<file path="src/logic/fma_pkg.sv">
// Constants for the frame metadata appender: record layout, field gates,
// item select codes and the microsecond time base.
// Assumes an 8-bit pixel stream and a single 125 MHz processing clock.
// How it works
// - Snapshot acquisition settings into frame record
// - Lag and counter only in standard format
// - Latch microsecond timestamp at frame start
// - Sample line levels when exposure begins
// - Capture counter value when readout starts
// - Record analog and digital gain separately
// - Item enable state is read only
// - Mode active enables all items together
// - Record starts at final line's first pixel
// - ID, size, availability always present
// - Availability bitmask sits at pixels 8-15
// - Present field sets its availability bit, binning excepted
// - Absent fields removed, later fields shift
// - Bits one to five: exposure..test index
// - Bits six to eleven: lines..image size
// - Bits twelve to thirty-one as listed
// - Append record only while mode active
// - Only 8-bit standard format carries metadata
// - Fixed identifier in first four pixels
// - Availability bit zero always zero
package fma_pkg;

  // Record identity and full structure size in bytes
  localparam logic [31:0] REC_ID     = 32'hCD000002;
  localparam int          REC_BYTES  = 140;
  localparam int          NSEG       = 21;
  localparam logic [7:0]  REC_END    = 8'h8C;
  localparam logic [63:0] BINNING_1X = 64'h0000000000000011;

  // Segment start offsets in the full structure, last entry is the end
  localparam int SEG_START [NSEG+1] = '{0, 4, 8, 16, 24, 32, 40, 48, 56, 58, 60,
                                        64, 68, 70, 72, 76, 84, 92, 100, 116,
                                        132, 140};
  // Availability bit gating each segment, zero means always in the structure
  localparam int SEG_BIT [NSEG] = '{0, 0, 0, 1, 2, 6, 8, 8, 10, 10, 16, 15,
                                    11, 11, 11, 12, 0, 28, 29, 30, 31};

  // Availability bit positions
  localparam int AV_EXPO    = 1;
  localparam int AV_PRESET  = 2;
  localparam int AV_FFC     = 3;
  localparam int AV_LUT     = 4;
  localparam int AV_TIDX    = 5;
  localparam int AV_LINES   = 6;
  localparam int AV_IRIS    = 7;
  localparam int AV_GAIN    = 8;
  localparam int AV_BLACK   = 9;
  localparam int AV_OFFSET  = 10;
  localparam int AV_SIZE    = 11;
  localparam int AV_TSTAMP  = 12;
  localparam int AV_FRAMEID = 13;
  localparam int AV_BINNING = 14;
  localparam int AV_LAG     = 15;
  localparam int AV_COUNTER = 16;
  localparam int AV_TESTIMG = 28;
  localparam int AV_SERIAL  = 29;
  localparam int AV_LABEL   = 30;
  localparam int AV_PIXENC  = 31;

  // Metadata format select codes
  localparam logic FMT_STANDARD = 1'b0;
  // Pixel encoding bits-per-pixel field
  localparam int         ENC_BPP_LSB = 16;
  localparam logic [7:0] ENC_BPP_8   = 8'h08;

  // Item select codes
  localparam logic [3:0] ITEM_HSTART  = 4'h0;
  localparam logic [3:0] ITEM_VSTART  = 4'h1;
  localparam logic [3:0] ITEM_WIDTH   = 4'h2;
  localparam logic [3:0] ITEM_HEIGHT  = 4'h3;
  localparam logic [3:0] ITEM_PIXENC  = 4'h4;
  localparam logic [3:0] ITEM_EXPO    = 4'h5;
  localparam logic [3:0] ITEM_LAG     = 4'h6;
  localparam logic [3:0] ITEM_PRESET  = 4'h7;
  localparam logic [3:0] ITEM_TSTAMP  = 4'h8;
  localparam logic [3:0] ITEM_LINES   = 4'h9;
  localparam logic [3:0] ITEM_GAIN    = 4'hA;
  localparam logic [3:0] ITEM_COUNTER = 4'hB;
  localparam logic [3:0] ITEM_SERIAL  = 4'hC;
  localparam logic [3:0] ITEM_LABEL   = 4'hD;
  localparam logic [3:0] ITEM_TESTIMG = 4'hE;

  // Time base
  localparam int          CLK_PERIOD_NS = 8;
  localparam int          US_NS         = 1000;
  localparam int          CYC_PER_US    = US_NS / CLK_PERIOD_NS;
  localparam logic [6:0]  US_DIV_LAST   = 7'(CYC_PER_US - 1);

  // Output FIFO shape
  localparam int FIFO_W = 10;
  localparam int FIFO_D = 8;

endpackage : fma_pkg

</file>
<file path="src/logic/fma_fifo.sv">
// Small flip-flop FIFO with valid/ready on both sides.
// Assumes one clock; the reader may stall indefinitely.
`timescale 1ns/100ps
module fma_fifo #(
  parameter int W = 10,
  parameter int D = 8
) (
  input  wire logic         clk_i,
  input  wire logic         rst_n_i,
  input  wire logic         in_valid_i,
  output logic              in_ready_o,
  input  wire logic [W-1:0] in_data_i,
  output logic              out_valid_o,
  input  wire logic         out_ready_i,
  output logic [W-1:0]      out_data_o
);
  localparam int AW = $clog2(D);

  logic [W-1:0] mem [D];
  logic [AW:0]  wr_ptr;
  logic [AW:0]  rd_ptr;
  wire          empty = (wr_ptr == rd_ptr);
  wire          full  = (wr_ptr[AW] != rd_ptr[AW]) && (wr_ptr[AW-1:0] == rd_ptr[AW-1:0]);
  wire          push  = in_valid_i && !full;
  wire          pop   = out_valid_o && out_ready_i;

  // Flags come straight from the pointers so back-pressure is exact
  assign in_ready_o  = !full;
  assign out_valid_o = !empty;
  assign out_data_o  = mem[rd_ptr[AW-1:0]];

  // Storage has no reset; only slots behind the write pointer are read
  always_ff @(posedge clk_i)
  begin
    if (push)
    begin
      mem[wr_ptr[AW-1:0]] <= in_data_i;
    end
  end

  // Pointers carry an extra wrap bit to tell full from empty
  always_ff @(posedge clk_i or negedge rst_n_i)
  begin
    if (!rst_n_i)
    begin
      wr_ptr <= '0;
      rd_ptr <= '0;
    end
    else
    begin
      if (push) wr_ptr <= wr_ptr + 1'b1;
      if (pop)  rd_ptr <= rd_ptr + 1'b1;
    end
  end
endmodule : fma_fifo

</file>
<file path="src/logic/fma_us_timer.sv">
// Free-running microsecond time base derived from the processing clock.
// Assumes the clock rate set in the package; wraps only after 2^64 us.
`timescale 1ns/100ps
module fma_us_timer
  import fma_pkg::*;
(
  input  wire logic        clk_i,
  input  wire logic        rst_n_i,
  output logic [63:0]      us_count_o
);
  logic [6:0] div_cnt;
  wire        us_tick = (div_cnt == US_DIV_LAST);

  // Divider makes a one-cycle enable each microsecond, counter follows it
  always_ff @(posedge clk_i or negedge rst_n_i)
  begin
    if (!rst_n_i)
    begin
      div_cnt    <= '0;
      us_count_o <= '0;
    end
    else
    begin
      div_cnt <= us_tick ? 7'h00 : div_cnt + 7'h01;
      if (us_tick) us_count_o <= us_count_o + 64'h1;
    end
  end
endmodule : fma_us_timer

</file>
<file path="src/logic/fma_appender.sv">
// Frame metadata appender: passes the image stream through and appends a
// metadata record starting at the first pixel of an extra final line.
// Assumes acquisition logic on the same clock gives one-cycle event pulses,
// and that the image stream marks end of line and end of frame.
`timescale 1ns/100ps
module fma_appender
  import fma_pkg::*;
(
  input  wire logic         clk_i,
  input  wire logic         rst_n_i,
  // Control and selection
  input  wire logic         metadata_mode_active_i,
  input  wire logic         metadata_format_select_i,
  input  wire logic [3:0]   metadata_item_select_i,
  output logic              metadata_item_enable_state_o,
  // Acquisition events
  input  wire logic         frame_start_i,
  input  wire logic         exposure_start_i,
  input  wire logic         readout_start_i,
  // Live values
  input  wire logic [15:0]  horizontal_start_i,
  input  wire logic [15:0]  vertical_start_i,
  input  wire logic [15:0]  image_width_i,
  input  wire logic [15:0]  image_height_i,
  input  wire logic [31:0]  pixel_encoding_i,
  input  wire logic [31:0]  exposure_duration_i,
  input  wire logic [31:0]  exposure_lag_i,
  input  wire logic [7:0]   active_preset_set_i,
  input  wire logic [3:0]   io_line_levels_i,
  input  wire logic [31:0]  counter_value_at_clear_i,
  input  wire logic [15:0]  analog_gain_value_i,
  input  wire logic [15:0]  digital_gain_raw_i,
  input  wire logic [7:0]   test_image_choice_i,
  input  wire logic [127:0] unit_serial_text_i,
  input  wire logic [127:0] user_assigned_label_i,
  // Image stream in
  input  wire logic         pix_valid_i,
  output logic              pix_ready_o,
  input  wire logic [7:0]   pix_data_i,
  input  wire logic         pix_eol_i,
  input  wire logic         pix_eof_i,
  // Payload stream out
  output logic              out_valid_o,
  input  wire logic         out_ready_i,
  output logic [7:0]        out_data_o,
  output logic              out_eol_o,
  output logic              out_eof_o
);

  typedef enum logic [1:0] {ST_PASS, ST_REC, ST_PAD} fma_state_e;

  // Skip forward over every absent segment the pointer lands in
  function automatic logic [7:0] fma_skip(input logic [7:0] ptr, input logic [63:0] av);
    logic [7:0] np;
    np = ptr;
    for (int s = 0; s < NSEG; s++)
    begin
      if (SEG_BIT[s] != 0 && !av[SEG_BIT[s]] && np >= 8'(SEG_START[s])
          && np < 8'(SEG_START[s+1]))
      begin
        np = 8'(SEG_START[s+1]);
      end
    end
    return np;
  endfunction : fma_skip

  // Sum of the byte lengths of all segments kept in the record
  function automatic logic [31:0] fma_rec_len(input logic [63:0] av);
    logic [31:0] len;
    len = '0;
    for (int s = 0; s < NSEG; s++)
    begin
      if (SEG_BIT[s] == 0 || av[SEG_BIT[s]])
      begin
        len = len + 32'(SEG_START[s+1] - SEG_START[s]);
      end
    end
    return len;
  endfunction : fma_rec_len

  fma_state_e          state;
  logic [63:0]         us_count;
  logic                fifo_in_valid;
  logic                fifo_in_ready;
  logic [FIFO_W-1:0]   fifo_in_data;
  logic [FIFO_W-1:0]   fifo_out_data;

  // Per-frame captured values
  logic                md_frame;
  logic [63:0]         cap_ts;
  logic [15:0]         cap_hs;
  logic [15:0]         cap_vs;
  logic [15:0]         cap_w;
  logic [15:0]         cap_h;
  logic [31:0]         cap_enc;
  logic [31:0]         cap_exp;
  logic [31:0]         cap_lag;
  logic [7:0]          cap_preset;
  logic [15:0]         cap_ag;
  logic [15:0]         cap_dg;
  logic [7:0]          cap_ti;
  logic [127:0]        cap_sn;
  logic [127:0]        cap_ul;
  logic [3:0]          cap_lines;
  logic [31:0]         cap_cnt;
  logic [63:0]         cap_av;

  // Emission state
  logic [REC_BYTES*8-1:0] snap;
  logic [15:0]         emit_w;
  logic [7:0]          ptr;
  logic [15:0]         col;
  logic [3:0]          lines_s1;
  logic [3:0]          lines_s2;
  logic [3:0]          lines_s3;
  logic [3:0]          lines_ok;

  fma_us_timer u_timer (
    .clk_i      (clk_i),
    .rst_n_i    (rst_n_i),
    .us_count_o (us_count)
  );

  // Metadata is only carried for 8-bit encodings in the standard format
  wire std_fmt   = (metadata_format_select_i == FMT_STANDARD);
  wire enc_8bit  = (pixel_encoding_i[ENC_BPP_LSB +: 8] == ENC_BPP_8);
  wire md_on     = metadata_mode_active_i && std_fmt && enc_8bit;

  // Availability mask: one switch enables every item; bit zero stays clear
  wire [63:0] live_av = md_on ?
    ((64'h1 << AV_EXPO) | (64'h1 << AV_PRESET) | (64'h1 << AV_LINES)
     | (64'h1 << AV_GAIN) | (64'h1 << AV_OFFSET) | (64'h1 << AV_SIZE)
     | (64'h1 << AV_TSTAMP) | (std_fmt ? (64'h1 << AV_LAG) : 64'h0)
     | (std_fmt ? (64'h1 << AV_COUNTER) : 64'h0)
     | (64'h1 << AV_TESTIMG) | (64'h1 << AV_SERIAL) | (64'h1 << AV_LABEL)
     | (64'h1 << AV_PIXENC)) & ~64'h1 : 64'h0;

  // Item enable readback reflects availability only; there is no write path
  logic item_av;
  always_comb
  begin
    case (metadata_item_select_i)
      ITEM_HSTART, ITEM_VSTART: item_av = live_av[AV_OFFSET];
      ITEM_WIDTH, ITEM_HEIGHT:  item_av = live_av[AV_SIZE];
      ITEM_PIXENC:              item_av = live_av[AV_PIXENC];
      ITEM_EXPO:                item_av = live_av[AV_EXPO];
      ITEM_LAG:                 item_av = live_av[AV_LAG];
      ITEM_PRESET:              item_av = live_av[AV_PRESET];
      ITEM_TSTAMP:              item_av = live_av[AV_TSTAMP];
      ITEM_LINES:               item_av = live_av[AV_LINES];
      ITEM_GAIN:                item_av = live_av[AV_GAIN];
      ITEM_COUNTER:             item_av = live_av[AV_COUNTER];
      ITEM_SERIAL:              item_av = live_av[AV_SERIAL];
      ITEM_LABEL:               item_av = live_av[AV_LABEL];
      ITEM_TESTIMG:             item_av = live_av[AV_TESTIMG];
      default:                  item_av = 1'b0;
    endcase
  end

  // Full structure, highest byte first; fields are little endian
  wire [REC_BYTES*8-1:0] live_rec = {
    {32'h0, cap_enc},           // pixel encoding
    cap_ul,                     // user label
    cap_sn,                     // serial text
    {56'h0, cap_ti},            // test image choice
    BINNING_1X,                 // binning, kept in structure, bit stays clear
    cap_ts,                     // timestamp
    32'h0,                      // reserved
    cap_h,
    cap_w,
    cap_lag,
    cap_cnt,
    cap_vs,
    cap_hs,
    {48'h0, cap_dg},
    {48'h0, cap_ag},
    {60'h0, cap_lines},
    {56'h0, cap_preset},
    {32'h0, cap_exp},
    cap_av,
    fma_rec_len(cap_av),
    REC_ID
  };

  // Record byte selection and end-of-line bookkeeping
  wire [10:0] bit_base  = {ptr, 3'b000};
  wire [7:0]  rec_byte  = snap[bit_base +: 8];
  wire [7:0]  next_ptr  = fma_skip(ptr + 8'h01, snap[127:64]);
  wire        rec_done  = (next_ptr >= REC_END);
  wire        last_col  = ((col + 16'h0001) >= emit_w);
  wire        fifo_take = fifo_in_valid && fifo_in_ready;

  // Stream mux: image pass-through, record bytes, then zero padding
  always_comb
  begin
    case (state)
      ST_PASS:
      begin
        fifo_in_valid = pix_valid_i;
        fifo_in_data  = {pix_eof_i && !md_frame, pix_eol_i, pix_data_i};
        pix_ready_o   = fifo_in_ready;
      end
      ST_REC:
      begin
        fifo_in_valid = 1'b1;
        fifo_in_data  = {rec_done && last_col, last_col, rec_byte};
        pix_ready_o   = 1'b0;
      end
      ST_PAD:
      begin
        fifo_in_valid = 1'b1;
        fifo_in_data  = {last_col, last_col, 8'h00};
        pix_ready_o   = 1'b0;
      end
      default:
      begin
        fifo_in_valid = 1'b0;
        fifo_in_data  = '0;
        pix_ready_o   = 1'b0;
      end
    endcase
  end

  // Line levels are pins: three stages, a change counts once stages two and three agree
  always_ff @(posedge clk_i or negedge rst_n_i)
  begin
    if (!rst_n_i)
    begin
      lines_s1 <= '0;
      lines_s2 <= '0;
      lines_s3 <= '0;
      lines_ok <= '0;
    end
    else
    begin
      lines_s1 <= io_line_levels_i;
      lines_s2 <= lines_s1;
      lines_s3 <= lines_s2;
      if (lines_s2 == lines_s3) lines_ok <= lines_s3;
    end
  end

  // Settings in effect for the acquisition are frozen at frame start
  always_ff @(posedge clk_i or negedge rst_n_i)
  begin
    if (!rst_n_i)
    begin
      md_frame   <= 1'b0;
      cap_ts     <= '0;
      cap_hs     <= '0;
      cap_vs     <= '0;
      cap_w      <= '0;
      cap_h      <= '0;
      cap_enc    <= '0;
      cap_exp    <= '0;
      cap_lag    <= '0;
      cap_preset <= '0;
      cap_ag     <= '0;
      cap_dg     <= '0;
      cap_ti     <= '0;
      cap_sn     <= '0;
      cap_ul     <= '0;
      cap_av     <= '0;
    end
    else if (frame_start_i)
    begin
      md_frame   <= md_on;
      cap_ts     <= us_count;
      cap_hs     <= horizontal_start_i;
      cap_vs     <= vertical_start_i;
      cap_w      <= image_width_i;
      cap_h      <= image_height_i;
      cap_enc    <= pixel_encoding_i;
      cap_exp    <= exposure_duration_i;
      cap_lag    <= exposure_lag_i;
      cap_preset <= active_preset_set_i;
      cap_ag     <= analog_gain_value_i;
      cap_dg     <= digital_gain_raw_i;
      cap_ti     <= test_image_choice_i;
      cap_sn     <= unit_serial_text_i;
      cap_ul     <= user_assigned_label_i;
      cap_av     <= live_av;
    end
  end

  // Instant captures: lines at exposure start, counter at readout start
  always_ff @(posedge clk_i or negedge rst_n_i)
  begin
    if (!rst_n_i)
    begin
      cap_lines <= '0;
      cap_cnt   <= '0;
    end
    else
    begin
      if (exposure_start_i) cap_lines <= lines_ok;
      if (readout_start_i)  cap_cnt   <= counter_value_at_clear_i;
    end
  end

  // Record is snapshotted at the image's end so later frames cannot disturb it
  always_ff @(posedge clk_i or negedge rst_n_i)
  begin
    if (!rst_n_i)
    begin
      snap   <= '0;
      emit_w <= '0;
    end
    else if (state == ST_PASS && fifo_take && pix_eof_i && md_frame)
    begin
      snap   <= live_rec;
      emit_w <= cap_w;
    end
  end

  // Sequencer: pass image, emit record from a fresh line, pad out the line
  always_ff @(posedge clk_i or negedge rst_n_i)
  begin
    if (!rst_n_i)
    begin
      state <= ST_PASS;
      ptr   <= '0;
      col   <= '0;
    end
    else
    begin
      case (state)
        ST_PASS:
        begin
          if (fifo_take && pix_eof_i && md_frame)
          begin
            state <= ST_REC;
            ptr   <= '0;
            col   <= '0;
          end
        end
        ST_REC:
        begin
          if (fifo_take)
          begin
            col <= last_col ? 16'h0000 : col + 16'h0001;
            ptr <= next_ptr;
            if (rec_done) state <= last_col ? ST_PASS : ST_PAD;
          end
        end
        ST_PAD:
        begin
          if (fifo_take)
          begin
            col <= last_col ? 16'h0000 : col + 16'h0001;
            if (last_col) state <= ST_PASS;
          end
        end
        default: state <= ST_PASS;
      endcase
    end
  end

  // Enable readback is a registered status bit
  always_ff @(posedge clk_i or negedge rst_n_i)
  begin
    if (!rst_n_i) metadata_item_enable_state_o <= 1'b0;
    else          metadata_item_enable_state_o <= item_av;
  end

  // Output FIFO absorbs host stalls; its ready holds the image source
  fma_fifo #(
    .W (FIFO_W),
    .D (FIFO_D)
  ) u_fifo (
    .clk_i       (clk_i),
    .rst_n_i     (rst_n_i),
    .in_valid_i  (fifo_in_valid),
    .in_ready_o  (fifo_in_ready),
    .in_data_i   (fifo_in_data),
    .out_valid_o (out_valid_o),
    .out_ready_i (out_ready_i),
    .out_data_o  (fifo_out_data)
  );

  assign out_data_o = fifo_out_data[7:0];
  assign out_eol_o  = fifo_out_data[8];
  assign out_eof_o  = fifo_out_data[9];

endmodule : fma_appender

</file>
<file path="config.mk">
export PLATFORM = sky130hd
export DESIGN_NAME = fma_appender
export DESIGN_NICKNAME = d
export VERILOG_FILES = /design/src/logic/fma_pkg.sv /design/src/logic/fma_fifo.sv /design/src/logic/fma_us_timer.sv /design/src/logic/fma_appender.sv
export SDC_FILE = /design/constraint.sdc
export NUM_CORES = 2
export LEC_CHECK = 0
export ABC_AREA = 1
export BUFFER_PORTS_ARGS = -buffer_cell sky130_fd_sc_hd__buf_4
export CAP_MARGIN = 5
export CORE_MARGIN = 4
export CORE_UTILIZATION = 35
export CTS_CLUSTER_SIZE = 24
export DETAILED_ROUTE_END_ITERATION = 10
export SETUP_SLACK_MARGIN = 0.4
export SYNTH_ARGS = -nofsm -noshare
export SYNTH_HDL_FRONTEND = slang
export SYNTH_SLANG_ARGS = --single-unit
</file>
<file path="constraint.sdc">
create_clock -name clk_i -period 9.5 [get_ports clk_i]
set_clock_uncertainty 0.1 [all_clocks]
set_input_delay 0.95 -clock clk_i [delete_from_list [all_inputs] [get_ports clk_i]]
set_output_delay 0.95 -clock clk_i [all_outputs]
set_load 0.005 [all_outputs]
</file>
# ---- Yosys cells after proc, flatten, opt, wreduce, memory -nomap -nowiden
# Memories as Yosys holds them, arrays and structs flattened.
# Cells that the tools add are included.
dict set report word_totals {
  in_bits 523
  n_memories 1
  output_inout_bits 13
  word_cells 253
  reg_bits 1435
  ram_bits 80
}
# name words width rd rd_ports_with_merged_regs wr line
set memory_table {}
lappend memory_table {u_fifo.mem 8 10 1 0 1 fma_fifo.sv:19} ;# logic [W-1:0] mem [D];
dict set report classes {
  n_shift 1
  addsub 23
  n_reduce_logical 72
  eq_ne 28
  n_bitwise 2
  mux 58
  order_cmp 36
}
# cell n
set ops {}
lappend ops {{1120-bit by 12-bit indexed part select with 8-bit output} 1}
lappend ops {{32-bit 2-to-1 mux} 17}
lappend ops {{32-bit by 4-bit adder with 32-bit output, second input constant} 8}
lappend ops {{8-bit 2-to-1 mux} 19}
lappend ops {{32-bit by 2-bit adder with 32-bit output, second input constant} 4}
lappend ops {{32-bit by 3-bit adder with 32-bit output, second input constant} 3}
lappend ops {{32-bit by 5-bit adder with 32-bit output, second input constant} 2}
lappend ops {{64-bit by 1-bit adder with 64-bit output, second input constant} 1}
lappend ops {{8-bit by 7-bit greater-or-equal comparator with 1-bit output, second input constant} 8}
lappend ops {{8-bit by 7-bit < comparator with 1-bit output, second input constant} 8}
lappend ops {{16-bit 2-to-1 mux} 4}
lappend ops {{8-bit by 6-bit greater-or-equal comparator with 1-bit output, second input constant} 6}
lappend ops {{8-bit by 6-bit < comparator with 1-bit output, second input constant} 6}
lappend ops {{1-bit logical AND} 46}
lappend ops {{16-bit case mux with 2 select lines} 1}
lappend ops {{10-bit case mux with 3 select lines} 1}
lappend ops {{4-bit == test, second input constant} 7}
lappend ops {{17-bit 2-to-1 mux} 1}
lappend ops {{16-bit by 17-bit OR with 17-bit output} 1}
lappend ops {{16-bit by 1-bit adder with 16-bit output, second input constant} 1}
lappend ops {{4-bit by 3-bit == test with 1-bit output, second input constant} 4}
lappend ops {{16-bit greater-or-equal comparator} 1}
lappend ops {{8-bit by 5-bit greater-or-equal comparator with 1-bit output, second input constant} 2}
lappend ops {{8-bit greater-or-equal comparator, second input constant} 2}
lappend ops {{other kinds (32)} 66}

# ---- Logic depth before layout (Yosys ltp)
dict set report depth {
  word_depth 73
  depth_mapped 34
  mapped_depth_nobuf 34
}

# ---- Modules after synthesis
# From an unflattened synthesis, not the netlist that was laid out.
dict set report unflattened {
  hier_cells 6395
  area_unflattened_um2 57866.7
}
# module cells_per_inst seq_area_each_um2 instances area_each_um2
set by_module_without_submodules {}
lappend by_module_without_submodules {fma_appender 5534 29778.6 1 50008.0}
lappend by_module_without_submodules {fma_us_timer 551 1776.7 1 4175.3}
lappend by_module_without_submodules {fma_fifo 310 2602.5 1 3683.5}

# ---- Worst setup path after synthesis
# OpenSTA, ideal clock, no wires.
dict set report synth_timing {
  kind {flip-flop to flip-flop}
  start {register cap_av[30]}
  end {register snap[40]}
  required_ns 9.279
  setup_ns 0.121
  slack_ns 5.616
  path_stages_with_launch 20
  period_less_slack_ns 3.884
  n_path_buf 0
  arrival_time_ns 3.663
  path_cell_list {dfrtp_1 inv_1 ha_1 xor2_1 ha_1 and3_1 o21ai_1 nand2_1 nor3_1 xor2_1 inv_1 nor3_1 xnor2_1 xnor2_1 xor2_1 nor2_1 nand3_1 xor2_1 or2_1 a22o_1}
}
dict set report synth_via {
  elab_chain_cells 3
}
# element line
set synth_lines {}
lappend synth_lines {{start, declared} fma_appender.sv:106} ;# logic [63:0] cap_av;
lappend synth_lines {{start signal, assigned} fma_appender.sv:282} ;# cap_av <= live_av;
lappend synth_lines {{32-bit 2-to-1 mux *} fma_appender.sv:73} ;# if (SEG_BIT[s] == 0 || av[SEG_BIT[s]])
lappend synth_lines {{32-bit by 4-bit adder with 32-bit output} fma_appender.sv:75} ;# len = len + 32'(SEG_START[s+1] - SEG_START[s]);
lappend synth_lines {{32-bit 2-to-1 mux *} fma_appender.sv:73}
lappend synth_lines {{end signal, assigned} fma_appender.sv:311} ;# snap <= live_rec;
lappend synth_lines {{end, declared} fma_appender.sv:109} ;# logic [REC_BYTES*8-1:0] snap;
# Every way passes the cells marked *; elsewhere a longest branch is shown, timed or not.
# A chain may end at the register's enable or synchronous reset.

# ---- Final worst setup path
dict set report layout_timing {
  start {register ptr[1]}
  end {memory u_fifo.mem[4][9], data pin}
}
dict set report layout_via {
  elab_chain_cells 72
  word_cells_on_any_way 89
  cone_classes {1 x add/sub; 35 x order compare; 18 x mux; 35 x reduce/logical}
}
# element line
set layout_lines {}
lappend layout_lines {{start, declared} fma_appender.sv:111} ;# logic [7:0] ptr;
lappend layout_lines {{start signal, assigned} fma_appender.sv:342} ;# ptr <= next_ptr;
lappend layout_lines {{8-bit by 1-bit adder with 8-bit output *} fma_appender.sv:188} ;# wire [7:0] next_ptr = fma_skip(ptr + 8'h01, snap[127:64]);
lappend layout_lines {{8-bit by 5-bit greater-or-equal comparator with 1-bit output} fma_appender.sv:58} ;# if (SEG_BIT[s] != 0 && !av[SEG_BIT[s]] && np >= 8'(SEG_START[s])
lappend layout_lines {{1-bit logical AND} fma_appender.sv:58}
lappend layout_lines {{1-bit logical AND} fma_appender.sv:59} ;# && np < 8'(SEG_START[s+1]))
lappend layout_lines {{8-bit 2-to-1 mux *} fma_appender.sv:58}
lappend layout_lines {{8-bit by 5-bit greater-or-equal comparator with 1-bit output} fma_appender.sv:58}
lappend layout_lines {{1-bit logical AND} fma_appender.sv:58}
lappend layout_lines {{1-bit logical AND} fma_appender.sv:59}
lappend layout_lines {{(+57 left out)} -}
lappend layout_lines {{8-bit greater-or-equal comparator} fma_appender.sv:58}
lappend layout_lines {{1-bit logical AND} fma_appender.sv:58}
lappend layout_lines {{1-bit logical AND} fma_appender.sv:59}
lappend layout_lines {{8-bit 2-to-1 mux *} fma_appender.sv:58}
lappend layout_lines {{8-bit greater-or-equal comparator *} fma_appender.sv:189} ;# wire rec_done = (next_ptr >= REC_END);
lappend layout_lines {{1-bit logical AND *} fma_appender.sv:206} ;# fifo_in_data = {rec_done && last_col, last_col, rec_byte};
lappend layout_lines {{10-bit case mux with 3 select lines *} fma_appender.sv:196} ;# case (state)
lappend layout_lines {{named net fifo_in_data[9]} fma_appender.sv:85} ;# logic [FIFO_W-1:0] fifo_in_data;
lappend layout_lines {{end, declared} fma_fifo.sv:19}
# Mark *: on every way through the listed nets, which the timed path passes. The rest lies on a longest branch.

==> out/metrics.cfg <==
[status]
status = complete, no violations

[cells_and_area]
area_growth_pct = 19.8
nNetsFinal = 7109
drive_gt1_share_pct = 14.3

[clock_tree]
clkSinkCount = 1349
cts_max_level = 4
cts-resized-gates = 0
cts_tree = built
cts-buffers-inserted = 148
root_buffer = clkbuf_16
postCtsSetupRepairBufs = 0
clock_latency_ns = 0.78
holdBufCountCts = 0
clk_pin_slew_worst_paths_ns = 0.07
clock_path_buffers = 3

[power]
p_per_area_mw_per_mm2 = 244
p_leak_nw = 31.9
switching_share_pct = 33.3
p_total_w = 0.0166
p_seq_share_pct = 40.7
power.switching_w = 0.00553
clkPwrFrac_pct = 36.8
p_comb_share_pct = 22.5
irDropWorstVdd_uv = 214
internal_power_w = 0.0111

[sta]
setup_tns_ns = 0
tightestPinTransition_ns = 1.26
slew_violations = 0
final.period_utilization_pct = 64.9
slew_headroom_pct = 16.0
finalHoldViolations = 0
fin_crit_ns = 6.17
fmax_ghz = 0.162
rsz0062_at_grt = false
setup_violations = 0

[route]
wl_per_cell_um = 21.4
drtPass1Iterations = 6
antenna_left = 0
wl_um = 189000
routed_via_density = 5.10
vias = 45055
drt_iter0_markers = 4618
post-route-drc-count = 0

[yosys]
ys_warn_count = 0
synth-async-reset-ratio_pct = 94.1
synthesis.nets = 6724
ys_ff_latch = 1349
synth_edf_count = 80
syn_inst = 6165
synth_top_area_share_pct = 55.8
ys_seq_area_share_pct = 60.0
syn_avg_cell_area_sq_um = 9.23
synth-main-ff-cell = dfrtp_1
ys_types = 63
yosys.area.top_type = dfrtp_1
synthTopCellsByArea = dfrtp_1 56%, o21ai_0 11%, nand2_1 9.5%
syn_area_sq_mm = 0.0569

[die]
row_count = 147
io_pins = 536
dieArea_sq_mm = 0.169
start_util_pct = 35.3
fp.dieH_um = 411
fp.dieW_um = 411
core_sq_mm = 0.161

[placed_design]
place_congestion = 0.895
dp_hpwl_um = 134000
port_buffers = 535

[global_routing]
grt_util_met1_pct = 31.0
met2_usage_pct = 33.1
antenna_found_initial = 13
grt_use_met3_pct = 4.50
grt_pass1_wl_um = 281000
grtUsageTotal_pct = 21.9
busiest_layer = met2
globalRouteOverflowTotal = 0
grt_max_degree = 307
grt_pass1_vias = 44105

[critical_path]
critPathCaptureType = flip-flop
slowest_stage = dfrtp_1
cp.required_ns = 9.91
path_class = reg -> reg
arrival_ns = 6.58
startpoint_type = flip-flop
max_stage_delay_ns = 0.97
path_common_cell = nand2_1
cp_max_fo = 23

[job]
maxCapViolCount = 0

[worst_hold_path]
hold_path.class = in -> async

## final timing paths
check,startpoint,endpoint,slack [ns],depth (start not counted)
worst max-delay path,ptr[1]$_DFFE_PN0P_,u_fifo.mem[4][9]$_DFFE_PP_,3.33,29
worst min-delay path,rst_n_i,cap_sn[76]$_DFFE_PN0P_,0.08,1
worst max register to register,ptr[1]$_DFFE_PN0P_,u_fifo.mem[4][9]$_DFFE_PP_,3.33,29
worst min register to register,lines_s1[0]$_DFF_PN0_,lines_s2[0]$_DFF_PN0_,0.25,0
max in group asynchronous,rst_n_i,cap_ul[98]$_DFFE_PN0P_,6.95,3
min in group clk_i,io_line_levels_i[2],lines_s1[2]$_DFF_PN0_,0.17,1
## cell usage in the layout, fill, tap and decap left out, drive strengths merged, types with 42 or more instances in the layout
| cell | instances |
|---|---|
| nand2 | 1450 |
| dfrtp | 1269 |
| o21ai | 1235 |
| inv | 726 |
| buf | 595 |
| clkbuf | 206 |
| nor2 | 200 |
| a22oi | 150 |
| a21oi | 120 |
| nand3 | 85 |
| edfxtp | 80 |
| xor2 | 77 |
| o22ai | 69 |
| nor3 | 51 |
| clkinv | 43 |
| nand4 | 42 |
## state kept, by name (all words and copies together), names as in the netlist, 7 cells and up
register	cells
cap_ag	16
cap_cnt	32
cap_dg	16
cap_enc	32
cap_exp	32
cap_h	16
cap_hs	16
cap_lag	32
cap_preset	8
cap_sn	128
cap_ti	8
cap_ts	64
cap_ul	128
cap_vs	16
cap_w	16
col	16
emit_w	15
ptr	8
snap	566
u_fifo.mem	80
u_timer.div_cnt	7
u_timer.us_count_o	64
## stage by stage
step / setup WS, ns / instances / area (sq um) / util (%) / hold WS (ns)
global route: 2.76 / 8833 / 68200 / 42.3 / 0.116
finish: 3.33 / 8837 / 68200 / 42.3 / 0.0827
CTS: 3.34 / 8833 / 68200 / 42.3 / 0.0916
detailed placement: 3.38 / 8560 / 62900 / 39.1 / 0.239
global placement: 3.56 / 8560 / 62900 / 39.1 / 0.239
floorplan: 5.62 / 6165 / 56900 / - / 0.231
## synthesized netlist by cell type, types with 4 or more instances
cell / number
o22ai_1: 69
nor3_1: 43
nand3_1: 82
ha_1: 36
nand4_2: 5
o41ai_1: 10
dfrtp_1: 1269
mux2_2: 39
o2111ai_1: 8
clkbuf_1: 325
o21a_1: 6
o221ai_1: 5
a2111oi_0: 4
a41oi_1: 5
xor2_1: 77
nand4_1: 36
a22oi_1: 150
nor2_4: 5
edfxtp_1: 80
clkinv_1: 5
and3_1: 4
a31oi_1: 21
o31ai_1: 13
inv_2: 15
o21ai_1: 14
o21ai_0: 1221
nor3_4: 4
nor4_1: 11
nand2_2: 8
a221oi_1: 20
inv_1: 704
nor3_2: 4
xnor2_1: 21
nor2_1: 187
nor2_2: 7
a22o_1: 4
nand2_1: 1442
a32o_1: 5
or2_2: 6
buf_1: 31
o211ai_1: 8
a21oi_1: 120
## critical path: cells and delay by family, from the launching register on
family,cells,cell delay (ns)
simple gates,22,3.11
compound gates,3,1.08
flops,1,0.97
buf+inv,4,0.59
## logic make-up after synthesis
kind of cell | synth area share, %
XOR/XNOR | 1.51
adder cells (fa/ha/maj) | 0.791
AND/OR/NAND/NOR | 13.3
flip-flops | 60.0
AO/OA/AOI/OAI | 16.4
buffers and inverters | 7.19
multiplexers | 0.772
## per-layer routing
layer / part of all wire (%) / wire length (um) / vias up
met5: 0.018 / 34 / -
met4: 3.8 / 7160 / 6
met3: 7.4 / 14000 / 295
met2: 44 / 83600 / 1485
met1: 45 / 84400 / 22301
li1: - / - / 20968
## power by group through the flow
stage	Combinational (W)	Clock [W]	Sequential, W
2_1_floorplan	0.00205	0	0.00667
3_3_place_gp	0.00366	0	0.00685
3_5_place_dp	0.00373	0	0.00685
4_1_cts	0.00374	0.00623	0.00675
5_1_grt	0.00407	0.00647	0.00681
6_report	0.00374	0.00612	0.00676
## final cells by class
cell class	instances	area [sq um]
antenna	4	10.0
inverter	726	2740
fill	15871	92900
sequential	1349	34200
clock buffer	206	4280
clock inverter	67	951
multi-input combinational	3730	18700
timing repair buffer	595	4630
tap	2160	2700
Power figures use the tool's default switching activity.
